## src/core/sfb_defines.vh

```
// constants for the status frame builder
// assumes inclusion by bare name from core/ design files
`ifndef SFB_DEFINES_VH
`define SFB_DEFINES_VH
`define SFB_START_BYTE 8'h7E
`define SFB_TYPE_COND 8'h8A
`define SFB_TYPE_TXRES 8'h8B
`define SFB_LEN_COND 16'h0002
`define SFB_LEN_TXRES 16'h0007
`define SFB_CKS_BASE 8'hFF
`define SFB_RSVD_FIELD 16'hFFFE
`define SFB_CST_HW_RESET 8'h00
`define SFB_CST_WDOG_RESET 8'h01
`define SFB_CST_JOINED 8'h02
`define SFB_CST_LEFT 8'h03
`define SFB_CST_WOKE 8'h0B
`define SFB_CST_SLEEP 8'h0C
`define SFB_CST_VOLT 8'h0D
`define SFB_CST_ID_CHANGED 8'h3F
`define SFB_CST_NET_WDOG 8'h42
`define SFB_CST_STACK_ERR_MIN 8'h80
`define SFB_DLV_SUCCESS 8'h00
`define SFB_DLV_MAC_ACK 8'h01
`define SFB_DLV_CCA 8'h02
`define SFB_DLV_NET_ACK 8'h21
`define SFB_DLV_NO_ROUTE 8'h25
`define SFB_DLV_RES_INT 8'h31
`define SFB_DLV_RES_BUF 8'h32
`define SFB_DLV_TOO_LARGE 8'h74
`define SFB_DSC_NONE 8'h00
`define SFB_DSC_ROUTE 8'h02
`define SFB_OFS_TYPE 4'h3
`define SFB_OFS_CKS_COND 4'h5
`define SFB_OFS_CKS_TXRES 4'hA
`define SFB_FIFO_DEPTH 4
`define SFB_FIFO_AW 2
`endif

```

## src/core/sfb_fifo.v

```verilog
// byte fifo with valid/ready on both sides
// assumes one clock, synchronous active-high reset
`timescale 1ns/1ps
module sfb_fifo #(
  parameter WIDTH = 8,
  parameter DEPTH = 4,
  parameter AW = 2
) (
  input wire clk_sys_i,
  input wire rst_i,
  input wire in_valid_i,
  output wire in_ready_o,
  input wire [WIDTH-1:0] in_data_i,
  output wire out_valid_o,
  input wire out_ready_i,
  output wire [WIDTH-1:0] out_data_o
);
  reg [WIDTH-1:0] mem_ff [0:DEPTH-1];
  reg [AW-1:0] wr_ptr_ff;
  reg [AW-1:0] rd_ptr_ff;
  reg [AW:0] count_ff;
  wire push;
  wire pop;
  assign in_ready_o = (count_ff != DEPTH[AW:0]);
  assign out_valid_o = (count_ff != {(AW+1){1'b0}});
  assign out_data_o = mem_ff[rd_ptr_ff];
  assign push = in_valid_i & in_ready_o;
  assign pop = out_valid_o & out_ready_i;
  always @(posedge clk_sys_i) begin
    if (push) begin
      mem_ff[wr_ptr_ff] <= in_data_i;
    end
  end
  always @(posedge clk_sys_i) begin
    if (rst_i) begin
      wr_ptr_ff <= {AW{1'b0}};
      rd_ptr_ff <= {AW{1'b0}};
      count_ff <= {(AW+1){1'b0}};
    end else begin
      if (push) begin
        wr_ptr_ff <= wr_ptr_ff + {{(AW-1){1'b0}}, 1'b1};
      end
      if (pop) begin
        rd_ptr_ff <= rd_ptr_ff + {{(AW-1){1'b0}}, 1'b1};
      end
      if (push && !pop) begin
        count_ff <= count_ff + {{AW{1'b0}}, 1'b1};
      end else if (pop && !push) begin
        count_ff <= count_ff - {{AW{1'b0}}, 1'b1};
      end
    end
  end
endmodule

```

## src/core/sfb_builder.v

```verilog
// status frame builder: condition-report and transmit-result frames as a byte stream
// assumes event inputs on clk_sys_i; the byte sink applies ready/valid back-pressure
`timescale 1ns/1ps
`include "sfb_defines.vh"

module sfb_builder (
  input wire clk_sys_i,
  input wire rst_i,
  input wire cond_valid_i,
  output wire cond_ready_o,
  input wire [3:0] cond_cause_i,
  input wire [6:0] cond_stack_err_i,
  input wire txres_valid_i,
  output wire txres_ready_o,
  input wire [7:0] txres_frame_id_i,
  input wire [7:0] txres_retries_i,
  input wire [3:0] txres_result_i,
  input wire txres_broadcast_i,
  input wire txres_discovery_i,
  output wire byte_valid_o,
  input wire byte_ready_i,
  output wire [7:0] byte_data_o,
  output wire byte_last_o,
  output wire busy_o,
  output wire [7:0] txres_dropped_o
);
  // ****************************************
  // cause and result encodings
  // ****************************************
  localparam [3:0] CAUSE_HW_RESET = 4'h0;
  localparam [3:0] CAUSE_WDOG = 4'h1;
  localparam [3:0] CAUSE_JOIN = 4'h2;
  localparam [3:0] CAUSE_LEAVE = 4'h3;
  localparam [3:0] CAUSE_WOKE = 4'h4;
  localparam [3:0] CAUSE_SLEEP = 4'h5;
  localparam [3:0] CAUSE_VOLT = 4'h6;
  localparam [3:0] CAUSE_NET_WDOG = 4'h7;
  localparam [3:0] CAUSE_ID_CHG = 4'h8;
  localparam [3:0] CAUSE_STACK = 4'h9;
  localparam [3:0] RES_SUCCESS = 4'h0;
  localparam [3:0] RES_MAC_ACK = 4'h1;
  localparam [3:0] RES_CCA = 4'h2;
  localparam [3:0] RES_NET_ACK = 4'h3;
  localparam [3:0] RES_NO_ROUTE = 4'h4;
  localparam [3:0] RES_INT = 4'h5;
  localparam [3:0] RES_BUF = 4'h6;
  localparam [3:0] RES_TOO_LARGE = 4'h7;

  // ****************************************
  // state
  // ****************************************
  localparam [1:0] ST_BOOT = 2'd0;
  localparam [1:0] ST_IDLE = 2'd1;
  localparam [1:0] ST_SEND = 2'd2;

  reg [1:0] state_ff;
  reg [1:0] nxt_state;
  reg kind_ff;
  reg [3:0] idx_ff;
  reg [3:0] nxt_idx;
  reg [7:0] f4_ff;
  reg [7:0] f7_ff;
  reg [7:0] f8_ff;
  reg [7:0] f9_ff;
  reg [7:0] sum_ff;
  reg [7:0] dropped_ff;
  reg [7:0] cond_code;
  reg [7:0] dlv_code;
  reg [7:0] cur_byte;
  wire [3:0] last_idx;
  wire fifo_ready;
  wire emit;
  wire take_cond;
  wire take_tx;
  wire tx_drop;
  wire [15:0] cur_len;
  wire [15:0] rsvd_field;

  // ****************************************
  // code mapping
  // ****************************************
  always @* begin
    cond_code = `SFB_CST_HW_RESET;
    case (cond_cause_i)
      CAUSE_HW_RESET: cond_code = `SFB_CST_HW_RESET;
      CAUSE_WDOG: cond_code = `SFB_CST_WDOG_RESET;
      CAUSE_JOIN: cond_code = `SFB_CST_JOINED;
      CAUSE_LEAVE: cond_code = `SFB_CST_LEFT;
      CAUSE_WOKE: cond_code = `SFB_CST_WOKE;
      CAUSE_SLEEP: cond_code = `SFB_CST_SLEEP;
      CAUSE_VOLT: cond_code = `SFB_CST_VOLT;
      CAUSE_NET_WDOG: cond_code = `SFB_CST_NET_WDOG;
      CAUSE_ID_CHG: cond_code = `SFB_CST_ID_CHANGED;
      CAUSE_STACK: cond_code = `SFB_CST_STACK_ERR_MIN | {1'b0, cond_stack_err_i};
      default: cond_code = `SFB_CST_HW_RESET;
    endcase
  end

  always @* begin
    dlv_code = `SFB_DLV_SUCCESS;
    if (txres_broadcast_i) begin
      dlv_code = `SFB_DLV_SUCCESS;
    end else begin
      case (txres_result_i)
        RES_SUCCESS: dlv_code = `SFB_DLV_SUCCESS;
        RES_MAC_ACK: dlv_code = `SFB_DLV_MAC_ACK;
        RES_CCA: dlv_code = `SFB_DLV_CCA;
        RES_NET_ACK: dlv_code = `SFB_DLV_NET_ACK;
        RES_NO_ROUTE: dlv_code = `SFB_DLV_NO_ROUTE;
        RES_INT: dlv_code = `SFB_DLV_RES_INT;
        RES_BUF: dlv_code = `SFB_DLV_RES_BUF;
        RES_TOO_LARGE: dlv_code = `SFB_DLV_TOO_LARGE;
        default: dlv_code = `SFB_DLV_RES_INT;
      endcase
    end
  end

  // ****************************************
  // request acceptance
  // ****************************************
  // condition reports win over transmit results
  assign take_cond = (state_ff == ST_IDLE) && cond_valid_i;
  assign take_tx = (state_ff == ST_IDLE) && !cond_valid_i && txres_valid_i;
  assign tx_drop = take_tx && (txres_frame_id_i == 8'h00);
  assign cond_ready_o = (state_ff == ST_IDLE);
  assign txres_ready_o = (state_ff == ST_IDLE) && !cond_valid_i;
  assign busy_o = (state_ff != ST_IDLE);
  assign txres_dropped_o = dropped_ff;

  // ****************************************
  // byte selection
  // ****************************************
  assign last_idx = kind_ff ? `SFB_OFS_CKS_TXRES : `SFB_OFS_CKS_COND;
  assign cur_len = kind_ff ? `SFB_LEN_TXRES : `SFB_LEN_COND;
  assign rsvd_field = `SFB_RSVD_FIELD;

  always @* begin
    cur_byte = 8'h00;
    case (idx_ff)
      4'h0: cur_byte = `SFB_START_BYTE;
      4'h1: cur_byte = cur_len[15:8];
      4'h2: cur_byte = cur_len[7:0];
      4'h3: cur_byte = kind_ff ? `SFB_TYPE_TXRES : `SFB_TYPE_COND;
      4'h4: cur_byte = f4_ff;
      4'h5: cur_byte = kind_ff ? rsvd_field[15:8] : `SFB_CKS_BASE - sum_ff;
      4'h6: cur_byte = rsvd_field[7:0];
      4'h7: cur_byte = f7_ff;
      4'h8: cur_byte = f8_ff;
      4'h9: cur_byte = f9_ff;
      4'hA: cur_byte = `SFB_CKS_BASE - sum_ff;
      default: cur_byte = 8'h00;
    endcase
  end

  assign emit = (state_ff == ST_SEND) && fifo_ready;

  // ****************************************
  // sequencer
  // ****************************************
  always @* begin
    nxt_state = state_ff;
    nxt_idx = idx_ff;
    case (state_ff)
      ST_BOOT: begin
        nxt_state = ST_SEND;
        nxt_idx = 4'h0;
      end
      ST_IDLE: begin
        if (take_cond || (take_tx && !tx_drop)) begin
          nxt_state = ST_SEND;
          nxt_idx = 4'h0;
        end
      end
      ST_SEND: begin
        if (emit) begin
          if (idx_ff == last_idx) begin
            nxt_state = ST_IDLE;
            nxt_idx = 4'h0;
          end else begin
            nxt_idx = idx_ff + 4'h1;
          end
        end
      end
      default: begin
        nxt_state = ST_IDLE;
        nxt_idx = 4'h0;
      end
    endcase
  end

  always @(posedge clk_sys_i) begin
    if (rst_i) begin
      state_ff <= ST_BOOT;
      idx_ff <= 4'h0;
      kind_ff <= 1'b0;
      f4_ff <= 8'h00;
      f7_ff <= 8'h00;
      f8_ff <= 8'h00;
      f9_ff <= 8'h00;
      sum_ff <= 8'h00;
      dropped_ff <= 8'h00;
    end else begin
      state_ff <= nxt_state;
      idx_ff <= nxt_idx;
      if (state_ff == ST_BOOT) begin
        kind_ff <= 1'b0;
        f4_ff <= `SFB_CST_HW_RESET;
      end else if (take_cond) begin
        kind_ff <= 1'b0;
        f4_ff <= cond_code;
      end else if (take_tx && !tx_drop) begin
        kind_ff <= 1'b1;
        f4_ff <= txres_frame_id_i;
        f7_ff <= txres_retries_i;
        f8_ff <= dlv_code;
        f9_ff <= txres_discovery_i ? `SFB_DSC_ROUTE : `SFB_DSC_NONE;
      end
      if (tx_drop) begin
        dropped_ff <= dropped_ff + 8'h01;
      end
      if (state_ff != ST_SEND) begin
        sum_ff <= 8'h00;
      end else if (emit && idx_ff >= `SFB_OFS_TYPE && idx_ff != last_idx) begin
        sum_ff <= sum_ff + cur_byte;
      end
    end
  end

  // ****************************************
  // output buffer
  // ****************************************
  wire [8:0] fifo_out;
  wire fifo_valid;
  wire fifo_take;
  reg out_valid_ff;
  reg [7:0] out_data_ff;
  reg out_last_ff;
  // output stage refills whenever empty or being drained
  assign fifo_take = !out_valid_ff || byte_ready_i;
  sfb_fifo #(
    .WIDTH(9),
    .DEPTH(`SFB_FIFO_DEPTH),
    .AW(`SFB_FIFO_AW)
  ) u_fifo (
    .clk_sys_i(clk_sys_i),
    .rst_i(rst_i),
    .in_valid_i(state_ff == ST_SEND),
    .in_ready_o(fifo_ready),
    .in_data_i({idx_ff == last_idx, cur_byte}),
    .out_valid_o(fifo_valid),
    .out_ready_i(fifo_take),
    .out_data_o(fifo_out)
  );

  // ****************************************
  // output register
  // ****************************************
  // byte stream leaves the block from flip-flops
  always @(posedge clk_sys_i) begin
    if (rst_i) begin
      out_valid_ff <= 1'b0;
      out_data_ff <= 8'h00;
      out_last_ff <= 1'b0;
    end else if (fifo_valid && fifo_take) begin
      out_valid_ff <= 1'b1;
      out_data_ff <= fifo_out[7:0];
      out_last_ff <= fifo_out[8];
    end else if (byte_ready_i) begin
      out_valid_ff <= 1'b0;
    end
  end
  assign byte_valid_o = out_valid_ff;
  assign byte_data_o = out_data_ff;
  assign byte_last_o = out_last_ff;
endmodule

```

## config.mk

```make
export PLATFORM = sky130hd
export DESIGN_NAME = sfb_builder
export DESIGN_NICKNAME = d
export VERILOG_FILES = /design/src/core/sfb_fifo.v /design/src/core/sfb_builder.v
export VERILOG_INCLUDE_DIRS = /design/src /design/src/core
export SDC_FILE = /design/constraint.sdc
export NUM_CORES = 1
export LEC_CHECK = 0
export BUFFER_PORTS_ARGS = -buffer_cell sky130_fd_sc_hd__buf_2
export CORE_ASPECT_RATIO = 0.5
export CORE_MARGIN = 2
export CORE_UTILIZATION = 55
export DETAILED_ROUTE_END_ITERATION = 6
export GPL_ROUTABILITY_DRIVEN = 0
export GPL_TIMING_DRIVEN = 0
export PLACE_DENSITY_LB_ADDON = 0.05
export SKIP_CTS_REPAIR_TIMING = 1
export SYNTH_ARGS = -nofsm -noshare
export SYNTH_HDL_FRONTEND = slang
export SYNTH_SLANG_ARGS = --single-unit
```

## constraint.sdc

```tcl
create_clock -name clk_sys_i -period 9.5 [get_ports clk_sys_i]
set_input_delay 1.9 -clock clk_sys_i [delete_from_list [all_inputs] [get_ports clk_sys_i]]
set_output_delay 1.9 -clock clk_sys_i [all_outputs]
set_load 0.01 [all_outputs]
```

==> flow_summary.yaml <==
detailed_routing:
  detail_route.vias_per_cell: 5.44
  route.detailed.drc: 0
  postRouteWirelength_microns: 10100
  wl_per_cell_microns: 14.9
  detailedRoute.firstPassIterationCount: 4
  drt_first_iter_violations: 149
  drtAntennaViolNets: 0
  route.vias.total: 3701
outcome:
  run_status: "finished clean"
sta:
  max_slew_margin: 0.554
  setup-tns-final_ns: 0
  fin_hold_ws_ns: 0.449
  fmax_ghz: 0.231
  clock-skew-final_ns: 0.00504
  worstMarginPinSlew_ns: 0.667
  report.final.slew_viol_count: 0
  rsz0062_at_grt: "false"
  final-setup-viol-count: 0
  finalHoldViolCount: 0
  finalCriticalPeriod_ns: 4.33
  final_min_period_over_clock_period: 0.455
worst_setup_path:
  critical_path_buf_inv_count: 3
  worst-setup-path-type: "in -> out"
  path_max_fanout: 3
  cp.required_ns: 7.60
  reg2reg_slack_ns: 5.99
  crit_path_cell_trace: "buf_2, nand2b_1, inv_2, buf_2"
  crit_path_frequent_cell: "buf_2"
  critical_path.max_stage_delay_ns: 0.20
  critPathTopFamily: "buffers and inverters"
  crit_arrival_ns: 2.43
  worst_path_max_delay_cell: "nand2b_1"
  critPathCaptureType: "output pin"
  setup.worst_path.start_class: "input port"
synthesis:
  library_cells_used_by_synthesis: 60
  synth_seq_cells: 99
  total_of_warnings_raised_by_yosys: 0
  post_synth_design_cell_area_sq_um: 4840
  synthTopCellsByArea: "dfxtp_1, edfxtp_1, a21oi_1"
  postSynth.asyncResetShare: 0
  synth.cells.most_frequent: "dfxtp_1, nand2_1, a21oi_1"
  syn_area_per_cell_sq_um: 9.87
  synth.largest_area_cell: "dfxtp_1"
  seq_area_frac_synth: 0.484
  synth-main-ff-cell: "dfxtp_1"
  synth_enable_flop_cells: 36
  post_synth_inst_count: 490
  synth.most_common_cell: "dfxtp_1"
  synth_fp_nets: 550
  yosysTopAreaCellShare: 0.261
global_routing:
  grt_antenna_before_repair: 0
  first_global_vias: 3573
  grt_max_degree: 17
  grt_first_pass_wirelength_microns: 17100
  grt.overflow.total: 0
  grt_use_total: 0.232
cells_and_area:
  register_area_sq_um: 2340
  multi_input_area_sq_um: 2340
  count_of_inserted_antenna_diode_cells: 0
  fillerInstances: 743
  final_net_count: 618
  area_growth_syn_to_layout_pct: 15.0
  final_layout_size_suffix_gt1_frac: 0.179
min_path:
  worst_min_delay_path_category: "reg -> reg"
power_and_ir_drop:
  comb_power_share: 0.224
  internal_power_mw: 0.795
  switching_share: 0.288
  power.density_cell_area_nw_per_um2: 201
  total_leakage_power_nw: 2.10
  netSwitchingPower_mw: 0.321
  clockPowerShare: 0.322
  seq_power_share: 0.454
  worst_ir_drop_vdd_mv: 0.140
placement:
  buffer_ports.inserted: 57
  dp.final_hpwl_microns: 7590
cts:
  cts_made_buffers: 9
  cts-htree-levels: 3
  clkTransAtPathRegs_ns: 0.07
  tritoncts: "done"
  clkLatencyLatePin_ns: 0.34
  cts-root-to-sink-buffers: 2
  clk_root_buffer_cell: "clkbuf_16"
  clock-sinks: 99
floorplan:
  core_sq_um: 8620
  die-height_microns: 70.3
  chipWidth_microns: 137
  initial_core_util: 0.561
  floorplan_row_count: 24
  top_level_ports: 59
  floorplan.die_area_sq_um: 9600
flow_run:
  maxCapViolations: 0
-- per-layer routing --
| layer | wire (microns) | up-vias | GRT usage | part of all wire |
|---|---|---|---|---|
| met4 | 109 | 0 | 0.0671 | 0.011 |
| met2 | 4350 | 109 | 0.353 | 0.43 |
| met1 | 4960 | 1692 | 0.320 | 0.49 |
| met3 | 699 | 11 | 0.0726 | 0.069 |
| li1 | - | 1889 | - | - |
| met5 | 0 | - | 0 | 0 |
-- path summary, 6_finish.rpt --
path / startpoint / cells past startpoint / end
max: cond_valid_i / 4 / txres_ready_o
min: byte_data_o[6] / 2 / byte_data_o[6]
max reg2reg: idx_ff[0] / 13 / sum_ff[6]
min reg2reg: byte_data_o[6] / 2 / byte_data_o[6]
-- final cells by class --
type	count	area share
buffer	22	0.0175
sequential	99	0.421
clock buffer	11	0.0418
multi-input combinational	354	0.421
timing repair buffer	57	0.0513
tap	117	0.0263
clock inverter	5	0.0110
inverter	15	0.0101
-- power groups by stage --
stage	Clock, mW	Combinational [mW]	Sequential [mW]
final	0.360	0.250	0.507
after global routing	0.386	0.282	0.513
after CTS	0.365	0.252	0.508
after detailed placement	0	0.251	0.517
after global placement	0	0.246	0.515
after floorplan	0	0.172	0.521
-- flip-flops by register name (all words and copies together) (netlist names) --
name / count
byte_data_o: 8
byte_last_o: 1
byte_valid_o: 1
f4_ff: 8
f7_ff: 8
f8_ff: 6
f9_ff: 1
idx_ff: 4
kind_ff: 1
state_ff: 2
sum_ff: 8
txres_dropped_o: 8
u_fifo.count_ff: 3
u_fifo.mem_ff: 36
u_fifo.rd_ptr_ff: 2
u_fifo.wr_ptr_ff: 2
-- metrics by stage --
stage | cell area [sq um] | instances | worst slack [ns] | util | power [mW]
3_5_place_dp | 5270 | 664 | 5.18 | 0.611 | 0.769
3_3_place_gp | 5270 | 664 | 5.18 | 0.611 | 0.762
2_1_floorplan | 4840 | 490 | 5.45 | - | 0.693
4_1_cts | 5560 | 680 | 5.18 | 0.645 | 1.12
6_report | 5560 | 680 | 5.17 | 0.645 | 1.12
5_1_grt | 5560 | 680 | 5.14 | 0.645 | 1.18
-- worst reg2reg max path, delay by kind of cell, from the launching register on --
kind / cells / cell delay [ns]
AOI/OAI and AO/OA: 7 / 1.20
xor gates and xnor gates: 1 / 0.16
adders and majority gates: 3 / 0.98
buffers and inverters: 1 / 0.11
DFF: 1 / 0.47
and+or+nand+nor: 1 / 0.46
-- cells in the final DEF, fill, tap and decap left out, types with 6 or more instances in the layout --
master / Yosys / final
clkbuf_16: 0 / 9
dfxtp_1: 63 / 63
nand2_1: 62 / 62
nand3_1: 10 / 10
nor2_1: 52 / 52
mux4_2: 9 / 9
buf_2: 3 / 60
inv_1: 12 / 12
o21ai_0: 11 / 11
xnor2_1: 7 / 7
edfxtp_1: 36 / 36
mux2i_1: 8 / 8
a211oi_1: 6 / 6
ha_1: 20 / 20
a22oi_1: 9 / 9
or3_1: 7 / 7
a21oi_1: 60 / 60
nor3_1: 6 / 6
xor2_1: 11 / 11
nand2b_1: 10 / 10
clkbuf_1: 15 / 17
-- cells by family (layout without fill, tap and decap cells) --
logic type | Yosys count | after routing | share of synthesized area
adder cells (fa/ha/maj) | 22 | 22 | 0.0600
XOR/XNOR | 18 | 18 | 0.0326
AND/OR/NAND/NOR | 177 | 177 | 0.175
flip-flops | 99 | 99 | 0.484
multiplexers | 18 | 18 | 0.0631
AO/OA/AOI/OAI | 119 | 119 | 0.153
buffers and inverters | 37 | 110 | 0.0318
Power figures use the tool's default switching activity.
